`src/hw/mmuc_pkg.sv`:
```
package mmuc_pkg;

    // System clock fc
    localparam int CLK_HZ = 20_000_000;

    // Word index of each register; byte address is four times the index
    localparam logic [2:0] REG_CTRL = 3'h0;
    localparam logic [2:0] REG_MATCH_LO = 3'h1;
    localparam logic [2:0] REG_MATCH_HI = 3'h2;
    localparam logic [2:0] REG_CAP_LO = 3'h3;
    localparam logic [2:0] REG_CAP_HI = 3'h4;
    localparam logic [2:0] REG_CNT_LO = 3'h5;
    localparam logic [2:0] REG_CNT_HI = 3'h6;
    localparam logic [2:0] REG_STATUS = 3'h7;

    // Reset values
    localparam logic [6:0] CTRL_RST = 7'h00;
    localparam logic [15:0] MATCH_RST = 16'hffff;
    localparam logic [15:0] CAP_RST = 16'h0000;

    // Start control field codes
    localparam logic [1:0] START_STOP = 2'h0;
    localparam logic [1:0] START_CMD = 2'h1;
    localparam logic [1:0] START_RISE = 2'h2;
    localparam logic [1:0] START_FALL = 2'h3;

    // Operating mode field codes
    localparam logic [1:0] MODE_TIMER = 2'h0;
    localparam logic [1:0] MODE_WINDOW = 2'h1;

    // Source clock select codes
    localparam logic [1:0] CLK_DIV11 = 2'h0;
    localparam logic [1:0] CLK_DIV7 = 2'h1;
    localparam logic [1:0] CLK_DIV3 = 2'h2;
    localparam logic [1:0] CLK_EXT = 2'h3;

    // Pin filter figures, in fc periods
    localparam int FILT_REJECT_FC = 4;
    localparam int FILT_DETECT_FC = 12;
    localparam int FILT_CYC = (FILT_REJECT_FC + FILT_DETECT_FC) / 2;

    // Counter control register, bit 6 down to bit 0
    typedef struct packed {
        logic option;
        logic [1:0] start;
        logic [1:0] clk_sel;
        logic [1:0] mode;
    } mmuc_ctrl_t;

    typedef enum logic [2:0] {
        M_OFF,
        M_TIMER,
        M_TRIG,
        M_EVENT,
        M_WINDOW
    } mmuc_mode_t;

endpackage

```
`src/hw/mmuc_top.sv`:
```
`timescale 1ns/1ps
module mmuc_top
    import mmuc_pkg::*;
#(
    parameter int CNT_W = 16
) (
    input wire logic CLK_IN, // System clock fc
    input wire logic RST_N_IN, // Async reset, active low
    input wire logic [2:0] AVS_ADDRESS_IN, // Word address
    input wire logic AVS_READ_IN, // Read request
    input wire logic AVS_WRITE_IN, // Write request
    input wire logic [31:0] AVS_WRITEDATA_IN, // Write data
    input wire logic [3:0] AVS_BYTEENABLE_IN, // Byte lanes
    output logic [31:0] AVS_READDATA_OUT, // Read data
    output logic AVS_WAITREQUEST_OUT, // Stall
    input wire logic COUNTER_INPUT_PIN_IN, // External pulse pin
    input wire logic LOW_SPEED_IN, // Slow or sleep mode
    input wire logic STOP_ENTRY_IN, // Stop mode entry pulse
    output logic MATCH_IRQ_OUT // Match interrupt pulse
);

    ////////////////////////////////////////////////////////////////////
    // Reset release

    logic rst_meta_q;
    logic rst_n_q;

    always_ff @(posedge CLK_IN or negedge RST_N_IN) begin
        if (!RST_N_IN) begin
            rst_meta_q <= 1'b0;
            rst_n_q <= 1'b0;
        end else begin
            rst_meta_q <= 1'b1;
            rst_n_q <= rst_meta_q;
        end
    end

    ////////////////////////////////////////////////////////////////////
    // Pin synchroniser and noise filter

    localparam logic [3:0] FILT_MAX = 4'(FILT_CYC - 1);

    logic pin_meta_q;
    logic pin_sync_q;
    logic pin_filt_q;
    logic pin_prev_q;
    logic [3:0] filt_cnt_q;
    logic [3:0] filt_cnt_d;
    logic pin_filt_d;
    logic pin_differs;

    assign pin_differs = pin_sync_q != pin_filt_q;
    // Needs FILT_CYC steady cycles unless LOW_SPEED_IN bypasses it, which lets short glitches reach the counter
    assign filt_cnt_d = pin_differs ? filt_cnt_q + 4'h1 : 4'h0;
    assign pin_filt_d = LOW_SPEED_IN ? pin_sync_q :
        ((pin_differs && filt_cnt_q == FILT_MAX) ? pin_sync_q : pin_filt_q);

    always_ff @(posedge CLK_IN or negedge rst_n_q) begin
        if (!rst_n_q) begin
            pin_meta_q <= 1'b0;
            pin_sync_q <= 1'b0;
            pin_filt_q <= 1'b0;
            pin_prev_q <= 1'b0;
            filt_cnt_q <= 4'h0;
        end else begin
            pin_meta_q <= COUNTER_INPUT_PIN_IN;
            pin_sync_q <= pin_meta_q;
            pin_filt_q <= pin_filt_d;
            pin_prev_q <= pin_filt_q;
            filt_cnt_q <= (LOW_SPEED_IN || pin_filt_d != pin_filt_q) ? 4'h0 : filt_cnt_d;
        end
    end

    ////////////////////////////////////////////////////////////////////
    // Prescaler

    logic [10:0] presc_q;

    function automatic logic div_tick(input logic [10:0] p, input logic [1:0] sel);
        logic t;
        t = 1'b0;
        unique case (sel)
            CLK_DIV11: t = &p[10:0];
            CLK_DIV7: t = &p[6:0];
            CLK_DIV3: t = &p[2:0];
            CLK_EXT: t = 1'b0;
        endcase
        return t;
    endfunction

    always_ff @(posedge CLK_IN or negedge rst_n_q) begin
        if (!rst_n_q) begin
            presc_q <= 11'h000;
        end else begin
            presc_q <= presc_q + 11'h001;
        end
    end

    ////////////////////////////////////////////////////////////////////
    // Mode decode

    mmuc_ctrl_t ctrl_q;
    logic [CNT_W-1:0] cnt_q;
    logic [CNT_W-1:0] cnt_d;
    logic [CNT_W-1:0] match_q;
    logic [CNT_W-1:0] cap_q;
    logic run_q;
    logic run_d;
    logic hit;

    mmuc_mode_t mode;
    wire pin_rise = pin_filt_q & ~pin_prev_q;
    wire pin_fall = ~pin_filt_q & pin_prev_q;
    wire ext_clk = ctrl_q.clk_sel == CLK_EXT;
    wire edge_pol = ctrl_q.start == START_RISE;
    wire cnt_edge = edge_pol ? pin_rise : pin_fall;
    wire opp_edge = edge_pol ? pin_fall : pin_rise;
    wire int_tick = div_tick(presc_q, ctrl_q.clk_sel);
    wire src_tick = ext_clk ? cnt_edge : int_tick;
    wire gate = edge_pol ? pin_filt_q : ~pin_filt_q;
    wire at_match = cnt_q == match_q;
    wire started = ctrl_q.start != START_STOP;
    wire edge_start = ctrl_q.start[1];

    assign mode = !started ? M_OFF :
        (ctrl_q.mode == MODE_WINDOW && edge_start && !ext_clk) ? M_WINDOW :
        (ctrl_q.mode != MODE_TIMER) ? M_OFF :
        (ctrl_q.start == START_CMD) ? (ext_clk ? M_OFF : M_TIMER) :
        ext_clk ? M_EVENT : M_TRIG;

    // Capture copies only where auto-capture exists
    wire auto_cap = ctrl_q.option && src_tick &&
        (mode == M_TIMER || mode == M_EVENT || mode == M_WINDOW);

    ////////////////////////////////////////////////////////////////////
    // Counter

    always_comb begin
        cnt_d = cnt_q;
        run_d = 1'b0;
        hit = 1'b0;
        unique case (mode)
            M_OFF: begin
                cnt_d = '0;
            end
            M_TIMER: begin
                if (int_tick) begin
                    if (at_match) begin
                        cnt_d = '0;
                        hit = 1'b1;
                    end else begin
                        cnt_d = cnt_q + CNT_W'(1);
                    end
                end
            end
            M_EVENT: begin
                if (cnt_edge) begin
                    cnt_d = cnt_q + CNT_W'(1);
                end else if (opp_edge && at_match) begin
                    cnt_d = '0;
                    hit = 1'b1;
                end
            end
            M_TRIG: begin
                run_d = run_q;
                if (!run_q) begin
                    if (cnt_edge) begin
                        run_d = 1'b1;
                        cnt_d = '0;
                    end
                end else if (opp_edge && ctrl_q.option) begin
                    run_d = 1'b0;
                    cnt_d = '0;
                end else if (int_tick) begin
                    if (at_match) begin
                        run_d = 1'b0;
                        cnt_d = '0;
                        hit = 1'b1;
                    end else begin
                        cnt_d = cnt_q + CNT_W'(1);
                    end
                end
            end
            M_WINDOW: begin
                if (int_tick && gate) begin
                    if (at_match) begin
                        cnt_d = '0;
                        hit = 1'b1;
                    end else begin
                        cnt_d = cnt_q + CNT_W'(1);
                    end
                end
            end
        endcase
    end

    always_ff @(posedge CLK_IN or negedge rst_n_q) begin
        if (!rst_n_q) begin
            cnt_q <= '0;
            run_q <= 1'b0;
            MATCH_IRQ_OUT <= 1'b0;
        end else begin
            cnt_q <= cnt_d;
            run_q <= run_d;
            MATCH_IRQ_OUT <= hit;
        end
    end

    ////////////////////////////////////////////////////////////////////
    // Avalon slave: one wait cycle, then the request is taken

    logic ack_q;
    logic [7:0] wbyte;
    logic [7:0] rbyte;
    logic wr_fire;

    assign wr_fire = AVS_WRITE_IN && ack_q && AVS_BYTEENABLE_IN[0];
    assign wbyte = AVS_WRITEDATA_IN[7:0];
    wire wr_ctrl = wr_fire && AVS_ADDRESS_IN == REG_CTRL;
    wire wr_m_lo = wr_fire && AVS_ADDRESS_IN == REG_MATCH_LO;
    wire wr_m_hi = wr_fire && AVS_ADDRESS_IN == REG_MATCH_HI;
    wire wr_c_lo = wr_fire && AVS_ADDRESS_IN == REG_CAP_LO;
    wire wr_c_hi = wr_fire && AVS_ADDRESS_IN == REG_CAP_HI;

    ////////////////////////////////////////////////////////////////////
    // Control register

    always_ff @(posedge CLK_IN or negedge rst_n_q) begin
        if (!rst_n_q) begin
            ctrl_q <= CTRL_RST;
        end else if (STOP_ENTRY_IN) begin
            // Stop entry wins over a write in the same cycle
            ctrl_q.start <= START_STOP;
        end else if (wr_ctrl) begin
            ctrl_q <= wbyte[6:0];
        end
    end

    ////////////////////////////////////////////////////////////////////
    // Match and capture, staged through low byte then upper byte

    logic [7:0] m_lo_q;
    logic [CNT_W-1:0] m_stage_q;
    logic m_pend_q;
    logic [7:0] c_lo_q;
    logic [CNT_W-1:0] c_stage_q;
    logic c_pend_q;

    always_ff @(posedge CLK_IN or negedge rst_n_q) begin
        if (!rst_n_q) begin
            m_lo_q <= 8'h00;
            m_stage_q <= MATCH_RST;
            m_pend_q <= 1'b0;
            match_q <= MATCH_RST;
        end else begin
            if (wr_m_lo) begin
                m_lo_q <= wbyte;
            end
            if (wr_m_hi) begin
                m_stage_q <= {wbyte, m_lo_q};
                m_pend_q <= 1'b1;
            end else if (m_pend_q && src_tick) begin
                match_q <= m_stage_q;
                m_pend_q <= 1'b0;
            end
        end
    end

    always_ff @(posedge CLK_IN or negedge rst_n_q) begin
        if (!rst_n_q) begin
            c_lo_q <= 8'h00;
            c_stage_q <= CAP_RST;
            c_pend_q <= 1'b0;
            cap_q <= CAP_RST;
        end else begin
            if (wr_c_lo) begin
                c_lo_q <= wbyte;
            end
            if (wr_c_hi) begin
                c_stage_q <= {wbyte, c_lo_q};
                c_pend_q <= 1'b1;
            end else if (c_pend_q && src_tick) begin
                c_pend_q <= 1'b0;
            end
            // Live capture overrides a staged software value
            if (auto_cap) begin
                cap_q <= cnt_q;
            end else if (c_pend_q && src_tick && !wr_c_hi) begin
                cap_q <= c_stage_q;
            end
        end
    end

    ////////////////////////////////////////////////////////////////////
    // Read mux

    assign rbyte =
        (AVS_ADDRESS_IN == REG_CTRL) ? {1'b0, ctrl_q} :
        (AVS_ADDRESS_IN == REG_MATCH_LO) ? match_q[7:0] :
        (AVS_ADDRESS_IN == REG_MATCH_HI) ? match_q[15:8] :
        (AVS_ADDRESS_IN == REG_CAP_LO) ? cap_q[7:0] :
        (AVS_ADDRESS_IN == REG_CAP_HI) ? cap_q[15:8] :
        (AVS_ADDRESS_IN == REG_CNT_LO) ? cnt_q[7:0] :
        (AVS_ADDRESS_IN == REG_CNT_HI) ? cnt_q[15:8] :
        {4'h0, pin_filt_q, c_pend_q, m_pend_q, run_q};

    always_ff @(posedge CLK_IN or negedge rst_n_q) begin
        if (!rst_n_q) begin
            ack_q <= 1'b0;
            AVS_WAITREQUEST_OUT <= 1'b1;
            AVS_READDATA_OUT <= 32'h0000_0000;
        end else begin
            ack_q <= (AVS_READ_IN || AVS_WRITE_IN) && !ack_q;
            AVS_WAITREQUEST_OUT <= !((AVS_READ_IN || AVS_WRITE_IN) && !ack_q);
            if (AVS_READ_IN && !ack_q) begin
                AVS_READDATA_OUT <= {24'h000000, rbyte};
            end
        end
    end

endmodule

```
`config.mk`:
```
export PLATFORM = sky130hd
export DESIGN_NAME = mmuc_top
export DESIGN_NICKNAME = d
export VERILOG_FILES = /design/src/hw/mmuc_pkg.sv /design/src/hw/mmuc_top.sv
export SDC_FILE = /design/constraint.sdc
export NUM_CORES = 1
export LEC_CHECK = 0
export BUFFER_PORTS_ARGS = -buffer_cell sky130_fd_sc_hd__buf_2
export CORE_ASPECT_RATIO = 0.8
export CORE_MARGIN = 10
export CORE_UTILIZATION = 63
export DETAILED_ROUTE_END_ITERATION = 10
export GPL_TIMING_DRIVEN = 0
export PLACE_DENSITY = 0.85
export SLEW_MARGIN = 25
export SYNTH_ARGS = -nofsm -noshare
export SYNTH_HDL_FRONTEND = slang
export SYNTH_SLANG_ARGS = --single-unit
```
`constraint.sdc`:
```
create_clock -name CLK_IN -period 7 [get_ports CLK_IN]
set_input_delay 2.1 -clock CLK_IN [delete_from_list [all_inputs] [get_ports CLK_IN]]
set_output_delay 2.1 -clock CLK_IN [all_outputs]
set_load 0.1 [all_outputs]
```
==> Yosys cells after proc, flatten, opt, wreduce, memory -nomap -nowiden <==
Cells that the tools add are included.
{ "classes": {"eq_ne": 23, "bitwise_logic": 6, "add_sub_neg": 3, "n_mux": 53, "reduce_logical": 43} }
{ "ops": {"columns": ["cell", "count"], "rows": [
  ["2-to-1 mux 16 bit", 10],
  ["one-hot mux 16 bit (5 select lines)", 1],
  ["2-to-1 mux 8 bit", 7],
  ["2-to-1 mux 1 bit", 25],
  ["logical AND 1 bit", 20],
  ["adder 16 x 1 -> 16 bit, second input constant", 1],
  ["== test 16 bit", 1],
  ["== test 3 x 2 -> 1 bit, second input constant", 4],
  ["== test 3 bit, second input constant", 4],
  ["nonzero test 2 bit", 6],
  ["adder 11 x 1 -> 11 bit, second input constant", 1],
  ["AND reduction 11 bit", 1],
  ["2-to-1 mux 4 bit", 2],
  ["one-hot mux 1 bit (4 select lines)", 2],
  ["AND reduction 7 bit", 1],
  ["== test 2 x 1 -> 1 bit, second input constant", 3],
  ["== test 2 bit, second input constant", 3],
  ["== test 3 x 1 -> 1 bit, second input constant", 2],
  ["logical NOT 3 bit", 2],
  ["2-to-1 mux 2 bit", 3],
  ["2-to-1 mux 3 bit", 2],
  ["2-to-1 mux 6 bit", 1],
  ["AND reduction 3 bit", 2],
  ["adder 4 x 1 -> 4 bit, second input constant", 1],
  ["other kinds (11)", 23]
]} }
{ "word_totals": {"out_inout_bits": 34, "input_bits": 46, "word_cells": 154, "reg_bits": 138} }

==> Logic depth before layout (Yosys ltp) <==
Gate-level depths: netlist (run 1).
{ "logic_depth": {"ltp_word": 11, "depth_mapped": 9, "ltp_nobuf": 7} }

==> Worst setup path after synthesis (run 1) <==
No wires, ideal clock.
{ "synth_path": {"path_type": "input -> register", "from": "input port AVS_ADDRESS_IN[2]", "to": "register c_stage_q[10]", "n_path_buf": 3, "t_required_ns": 6.875, "setup_time_ns": 0.125, "path_stages": 6, "arrival_ns": 3.697, "slack_ns": 3.179, "cell_sequence": "clkbuf_1 -> nor2b_1 -> and2_1 -> clkbuf_1 -> clkbuf_1 -> mux2_2"} }
{ "synth_via": {"elab_chain_len": 2} }
{ "synth_rtl": {"columns": ["item", "line", "source"], "rows": [
  ["start: declaration", "mmuc_top.sv:9", "input wire logic [2:0] AVS_ADDRESS_IN,"],
  ["== test 3 bit", "mmuc_top.sv:223", "wire wr_c_hi = wr_fire && AVS_ADDRESS_IN == REG_CAP_HI;"],
  ["logical AND 1 bit", "mmuc_top.sv:223", null],
  ["end signal: assignment", "mmuc_top.sv:280", "c_stage_q <= {wbyte, c_lo_q};"],
  ["end: declaration", "mmuc_top.sv:246", "logic [CNT_W-1:0] c_stage_q;"]
]} }
Every way passes these cells.
A chain may end at the register's enable or synchronous reset.

==> Worst setup path after layout (run 1) <==
{ "layout_path": {"from": "input port AVS_ADDRESS_IN[0]", "to": "register cap_q[6]"} }
{ "layout_via": {"elab_chain_len": 5} }
{ "layout_rtl": {"columns": ["item", "line", "source"], "rows": [
  ["== test 3 bit", "mmuc_top.sv:223", null],
  ["logical AND 1 bit", "mmuc_top.sv:223", null],
  ["logical NOT 1 bit", "mmuc_top.sv:288", "end else if (c_pend_q && src_tick && !wr_c_hi) begin"],
  ["logical AND 1 bit", "mmuc_top.sv:288", null],
  ["nonzero test 2 bit (no line)", null, null],
  ["end signal: assignment", "mmuc_top.sv:287", "cap_q <= cnt_q;"],
  ["end signal: assignment", "mmuc_top.sv:289", "cap_q <= c_stage_q;"],
  ["end: declaration", "mmuc_top.sv:106", "logic [CNT_W-1:0] cap_q;"]
]} }
Every way passes these cells.

==> impl_metrics.py, run 1 <==
metrics = {
    "power": {
        "power.leakage_nw": 3.61,
        "vdd_drop_max_mv": 0.257,
        "power.total_w": 0.00246,
        "powerDensity_nw_per_um2": 302,
    },
    "yosys": {
        "yosysUniqueCellTypes": 66,
        "ys_warn_count": 0,
        "synth_edf_count": 0,
        "synthFlopType": "dfrtp_1",
        "seq_area_frac_synth": 0.494,
        "ys_seq_elements": 138,
        "postSynthAreaPerCell_um2": 11.4,
        "netlist_instances": 621,
        "synth-async-reset-ratio": 1.00,
        "syn_area_um2": 7080,
    },
    "placement": {
        "place_inst": 816,
        "place.gp.congestion": 0.887,
        "place_area_um2": 7530,
        "portBuffers": 26,
        "post-dp-hpwl_mm": 12.9,
    },
    "clocking": {
        "holdBufCountCts": 0,
        "ctsResizeCount": 0,
        "clk_pin_slew_ns": 0.06,
        "cts_buffers": 17,
        "clock_latency_ns": 0.43,
        "htree_num_levels": 4,
        "clockRootBuffer": "clkbuf_16",
        "clock-sinks": 138,
        "postCtsSetupRepairBufs": 0,
        "cts.path.max_buffers": 2,
        "cts_tree": "built",
    },
    "critical_path": {
        "crit_path_start": "AVS_ADDRESS_IN[0]",
        "crit_path_start_kind": "primary input",
        "critPathMaxFanout": 10,
        "reg2reg_slack_ns": 4.24,
        "crit_path_end": "cap_q[6]",
        "cp.required_ns": 7.34,
        "r2r.worst_path.cells": 8,
        "crit_path_end_kind": "flip-flop",
        "crit_type": "in -> reg",
        "timing.rr.start": "cnt_q[4]",
        "r2r_end": "cnt_q[14]",
        "cp.arrival_ns": 4.31,
    },
    "timing": {
        "hold_viol": 0,
        "fin_crit_sh": 0.567,
        "finalSetupViolations": 0,
        "tightest_slew_ns": 0.824,
        "finalClockSkew_ns": 0.00918,
        "setup-tns-final_ns": 0,
        "grt_setup_unrepaired": "no",
        "slew_headroom": 0.448,
        "finalCriticalPeriod_ns": 3.97,
        "fmax_mhz": 252,
        "slew_viol_final": 0,
    },
    "routing": {
        "dr.pass1.iters": 6,
        "vias_per_cell": 6.21,
        "drc_errors": 0,
        "routedWlPerCell_um": 20.9,
        "wl_mm": 17.7,
        "num_vias": 5262,
        "antenna_left": 0,
        "first_iter_violations": 560,
    },
    "floorplan": {
        "num_rows": 34,
        "core_um2": 10900,
        "dieHeight_um": 115,
        "dieArea_um2": 15900,
        "start_util": 0.647,
        "fp.dieW_um": 139,
        "io_pins": 80,
    },
    "grt": {
        "antenna_found_initial": 0,
        "grt_pass1_wl_mm": 28.8,
        "grt.overflow.total": 0,
        "groute.usage.overall": 0.228,
        "grt_max_degree": 57,
        "grt_pass1_vias": 5242,
    },
    "final_layout": {
        "stdcell_count": 848,
        "drive_gt1_frac": 0.321,
        "fin_util": 0.747,
        "fin_nets": 741,
        "antenna_cells": 0,
        "area_growth_pct": 15.3,
        "design_area_um2": 8160,
    },
    "min_path": {
        "hold_path_class": "reg -> async",
    },
    "run_status": {
        "outcome": "finished clean",
    },
    "run": {
        "cap_violations": 0,
    },
}
==> Yosys cell counts (3+ instances only) <==
| library cell | count | area share |
|---|---|---|
| buf_4 | 24 | 0.025 |
| nor3_1 | 4 | 0.0028 |
| nand2_1 | 48 | 0.025 |
| or3_1 | 3 | 0.0027 |
| nand4_1 | 33 | 0.029 |
| a211oi_1 | 12 | 0.013 |
| nand3b_1 | 4 | 0.0042 |
| dfstp_2 | 33 | 0.12 |
| mux2i_1 | 17 | 0.024 |
| ha_1 | 4 | 0.0071 |
| nor2b_1 | 6 | 0.0053 |
| a21oi_1 | 11 | 0.0078 |
| clkbuf_1 | 18 | 0.0095 |
| nand3_1 | 16 | 0.011 |
| o2111a_1 | 3 | 0.0048 |
| mux4_2 | 9 | 0.029 |
| or2_2 | 3 | 0.0027 |
| o211ai_1 | 16 | 0.017 |
| a21o_1 | 3 | 0.0032 |
| nor2_1 | 17 | 0.0090 |
| mux2_2 | 59 | 0.094 |
| dfrtp_1 | 105 | 0.37 |
| nand2b_1 | 9 | 0.0080 |
| and3_1 | 8 | 0.0071 |
| xnor2_1 | 26 | 0.032 |
| mux2_4 | 11 | 0.023 |
| buf_2 | 12 | 0.0085 |
| o22ai_1 | 8 | 0.0071 |
| o21ai_0 | 21 | 0.015 |
| inv_1 | 33 | 0.018 |
==> where the power goes <==
| group | internal (W) | total [W] | leakage, nW | switching [W] |
|---|---|---|---|---|
| sequential | 0.000940 | 0.00103 | 1.67 | 0.0000935 |
| combinational | 0.000175 | 0.000478 | 1.63 | 0.000304 |
| clock | 0.000580 | 0.000950 | 0.305 | 0.000370 |
| total | 0.00170 | 0.00246 | 3.61 | 0.000767 |
==> flip-flops by register name (all words and copies together), names as in the netlist, 4 cells and up <==
signal	cells
match_q	16
filt_cnt_q	4
c_stage_q	16
AVS_READDATA_OUT	8
ctrl_q	7
cnt_q	16
c_lo_q	8
cap_q	16
presc_q	11
m_stage_q	16
m_lo_q	8
==> cell type report <==
class | count | area, um^2
sequential | 138 | 3500
multi-input combinational | 416 | 3210
fill | 721 | 2770
clock buffer | 19 | 443
buffer | 57 | 338
timing repair buffer | 28 | 185
clock inverter | 13 | 180
tap | 144 | 180
inverter | 33 | 124
==> cells by family (layout without fill, tap and decap cells) <==
logic type / after synthesis / in the layout / share of synthesized area
muxes: 96 / 96 / 0.170
other: 2 / 25 / 0.00106
adders and majority gates: 4 / 4 / 0.00707
and+or+nand+nor: 167 / 167 / 0.132
xor gates and xnor gates: 28 / 28 / 0.0346
DFF: 138 / 138 / 0.494
AOI/OAI and AO/OA: 96 / 96 / 0.0969
buffers and inverters: 90 / 150 / 0.0652
==> cell usage in the layout, fill, tap and decap left out, types with 5 or more instances in the layout <==
cell type	synthesis	routed
a211oi_1	12	12
a21oi_1	11	11
and3_1	8	8
buf_2	12	38
buf_4	24	24
clkbuf_1	18	19
clkbuf_16	0	17
conb_1	2	25
dfrtp_1	105	104
dfstp_2	33	33
inv_1	33	33
inv_6	0	5
mux2_2	59	59
mux2_4	11	11
mux2i_1	17	17
mux4_2	9	9
nand2_1	48	48
nand2b_1	9	9
nand3_1	16	16
nand4_1	33	33
nor2_1	17	17
nor2b_1	6	6
o211ai_1	16	16
o21ai_0	21	21
o22ai_1	8	8
xnor2_1	26	26
==> worst max-delay path, cell delays in order <==
cell      delay, ns
clkbuf_1       0.34
nor2_1         0.17
and2_1         0.18
clkbuf_1       0.28
nor2b_1        0.21
buf_1          0.25
clkbuf_1       0.39
nand4_1        0.23
o211ai_1       0.14
==> metal layers <==
| layer | wire length (um) | vias up | part of all wire | GRT usage |
|---|---|---|---|---|
| met5 | 0 | - | 0 | 0 |
| met4 | 456 | 0 | 0.026 | 0.0975 |
| met3 | 1660 | 41 | 0.094 | 0.0647 |
| met2 | 8150 | 295 | 0.46 | 0.350 |
| met1 | 7430 | 2589 | 0.42 | 0.300 |
| li1 | - | 2337 | - | - |
==> stage by stage <==
step           hold slack, ns  setup slack (ns)
2_1_floorplan           0.331              2.93
3_3_place_gp            0.334              1.64
3_5_place_dp            0.316              2.63
4_1_cts                 0.321              3.02
5_1_grt                 0.347              2.85
6_report                0.304              3.03
==> worst min path at each step <==
stage                       to  slack [ns]  startpoint  cells past startpoint
CTS                  c_lo_q[1]        0.32     rst_n_q                      0
detailed placement  presc_q[4]        0.32     rst_n_q                      0
global placement    pin_sync_q        0.33  pin_meta_q                      0
finish              presc_q[1]        0.30     rst_n_q                      0
floorplan           pin_sync_q        0.33  pin_meta_q                      0
global route        presc_q[1]        0.35     rst_n_q                      0
Power figures use the tool's default switching activity.
==> inputs of run 2 (changes only) <==
--- a/config.mk
+++ b/config.mk
@@ -8,10 +8,10 @@
 export BUFFER_PORTS_ARGS = -buffer_cell sky130_fd_sc_hd__buf_2
 export CORE_ASPECT_RATIO = 0.8
 export CORE_MARGIN = 10
-export CORE_UTILIZATION = 63
+export CORE_UTILIZATION = 59
 export DETAILED_ROUTE_END_ITERATION = 10
 export GPL_TIMING_DRIVEN = 0
-export PLACE_DENSITY = 0.85
+export PLACE_DENSITY = 0.8
 export SLEW_MARGIN = 25
 export SYNTH_ARGS = -nofsm -noshare
 export SYNTH_HDL_FRONTEND = slang
==> constraint.sdc (replaced) <==
create_clock -name CLK_IN -period 3.9 [get_ports CLK_IN]
set_input_delay 1.17 -clock CLK_IN [delete_from_list [all_inputs] [get_ports CLK_IN]]
set_output_delay 1.17 -clock CLK_IN [all_outputs]
set_load 0.1 [all_outputs]
==> impl_metrics.py, run 2 (same netlist as run 1, synthesis figures left out) <==
metrics = {
    "clocking": {
        "ctsResizeCount": 0,
        "postCtsSetupRepairBufs": 0,
        "cts_tree": "built",
        "cts_buffers": 17,
        "cts.path.max_buffers": 2,
        "clk_pin_slew_ns": 0.06,
        "clock_latency_ns": 0.43,
        "clockRootBuffer": "clkbuf_16",
        "holdBufCountCts": 0,
        "htree_num_levels": 4,
        "clock-sinks": 138,
    },
    "routing": {
        "met2_wirelength_mm": 7.78,
        "wl_mm": 17.2,
        "vias_per_cell": 6.07,
        "first_iter_violations": 493,
        "top_layer": "met4",
        "drc_errors": 0,
        "routedWlPerCell_um": 20.2,
        "num_vias": 5172,
        "dr.pass1.iters": 5,
        "dr_wl_met3_mm": 1.48,
        "wl_met1_mm": 7.69,
        "antenna_left": 0,
    },
    "run_status": {
        "outcome": "finished clean",
    },
    "final_layout": {
        "stdcell_count": 852,
        "layout_commonest_cell": "dfrtp_1",
        "fin_util": 0.700,
        "fin_nets": 741,
        "most-common-layout-cells": "104 x dfrtp_1, 59 x mux2_2, 48 x nand2_1",
        "antenna_cells": 0,
        "drive_gt1_frac": 0.322,
        "area_growth_pct": 14.7,
        "filler_cell_count": 823,
    },
    "placement": {
        "pre_cts_ws_ns": 0.448,
        "post-dp-hpwl_mm": 12.6,
        "place.gp.congestion": 0.948,
        "place_inst": 820,
        "portBuffers": 26,
    },
    "critical_path": {
        "crit_path_start_kind": "primary input",
        "cp_common_cell": "clkbuf_1",
        "crit_type": "in -> reg",
        "crit_family": "buffers and inverters",
        "crit_buf_inv": 3,
        "path_cells": "clkbuf_1, nor2b_1, and2_1, clkbuf_1, clkbuf_1, mux2_2",
        "critPathSlowestCell": "clkbuf_1",
        "slowest_delay_ns": 0.50,
        "cp.required_ns": 4.20,
        "crit_path_start": "AVS_ADDRESS_IN[2]",
        "cp.arrival_ns": 3.32,
        "critPathMaxFanout": 10,
        "crit_path_end_kind": "flip-flop",
        "timing.rr.start": "presc_q[0]",
    },
    "floorplan": {
        "start_util": 0.610,
        "dieHeight_um": 118,
        "dieArea_um2": 16800,
        "core_um2": 11600,
        "num_rows": 35,
        "fp.dieW_um": 142,
        "io_pins": 80,
    },
    "grt": {
        "grt_pass1_vias": 5167,
        "grt_max_degree": 50,
        "groute.usage.overall": 0.206,
        "grt_pass1_wl_mm": 27.7,
        "antenna_found_initial": 0,
        "grt.overflow.total": 0,
    },
    "timing": {
        "fmax_mhz": 331,
        "hold_viol": 0,
        "slew_viol_final": 0,
        "hold_slack_ns": 0.354,
        "finalClockSkew_ns": 0.0115,
        "grt_setup_unrepaired": "no",
        "slew_headroom": 0.312,
        "tightest_slew_ns": 1.03,
        "fin_crit_sh": 0.774,
        "finalCriticalPeriod_ns": 3.02,
        "setup_slack_ns": 0.881,
        "finalSetupViolations": 0,
        "setup-tns-final_ns": 0,
    },
    "min_path": {
        "min_from": "rst_meta_q",
        "hold_path_class": "reg -> reg",
    },
    "power": {
        "vdd_drop_max_mv": 0.446,
        "power.leakage_nw": 3.58,
        "powerDensity_nw_per_um2": 532,
    },
    "run": {
        "cap_violations": 0,
    },
}
run 2: cell count changes in the layout (fill, tap and decap cells not counted), sizes merged:
cell,before,now
clkinvlp,0,2
inv,39,42
bufinv,3,1
clkinv,4,2
clkbuf,37,36
run 2: layout make-up:
type / instances / area [um^2] / area share
plain buffers: 57 / 338 / 0.0416
clock buffers: 18 / 439 / 0.0541
clock inverters: 14 / 151 / 0.0186
inverters: 33 / 124 / 0.0153
multi-input cells: 416 / 3210 / 0.395
flip-flops and latches: 138 / 3500 / 0.431
well taps: 148 / 185 / 0.0228
repair buffers: 28 / 178 / 0.0219
run 2: worst paths after layout:
path	slack [ns]	cells after the start	end
max	0.88	6	c_stage_q[12]
min	0.35	0	rst_n_q
min reg2reg	0.35	0	rst_n_q
max in group asynchronous	2.82	1	AVS_WAITREQUEST_OUT
max reg2reg	1.14	7	cnt_q[1]
min in group asynchronous	0.36	0	presc_q[0]
run 2: per-layer routing:
metal / up-vias / global-route usage
li1: 2326 / -
met1: 2601 / 0.290
met2: 218 / 0.300
met3: 27 / 0.0585
met4: 0 / 0.0638
met5: - / 0
run 2: stage by stage:
stage                     cell area [um^2]  power, W
final                                 8120   0.00432
after global routing                  8120   0.00448
after CTS                             8120   0.00432
after detailed placement              7530   0.00271
after global placement                7480   0.00266
after floorplan                       7170   0.00251
run 2: report_power, final:
part           internal (W)  switching (W)  total [W]  leakage [nW]
logic              0.000312       0.000540   0.000853          1.62
registers           0.00169       0.000166    0.00185          1.67
clock network      0.000923       0.000689    0.00161         0.286
total               0.00292        0.00140    0.00432          3.58
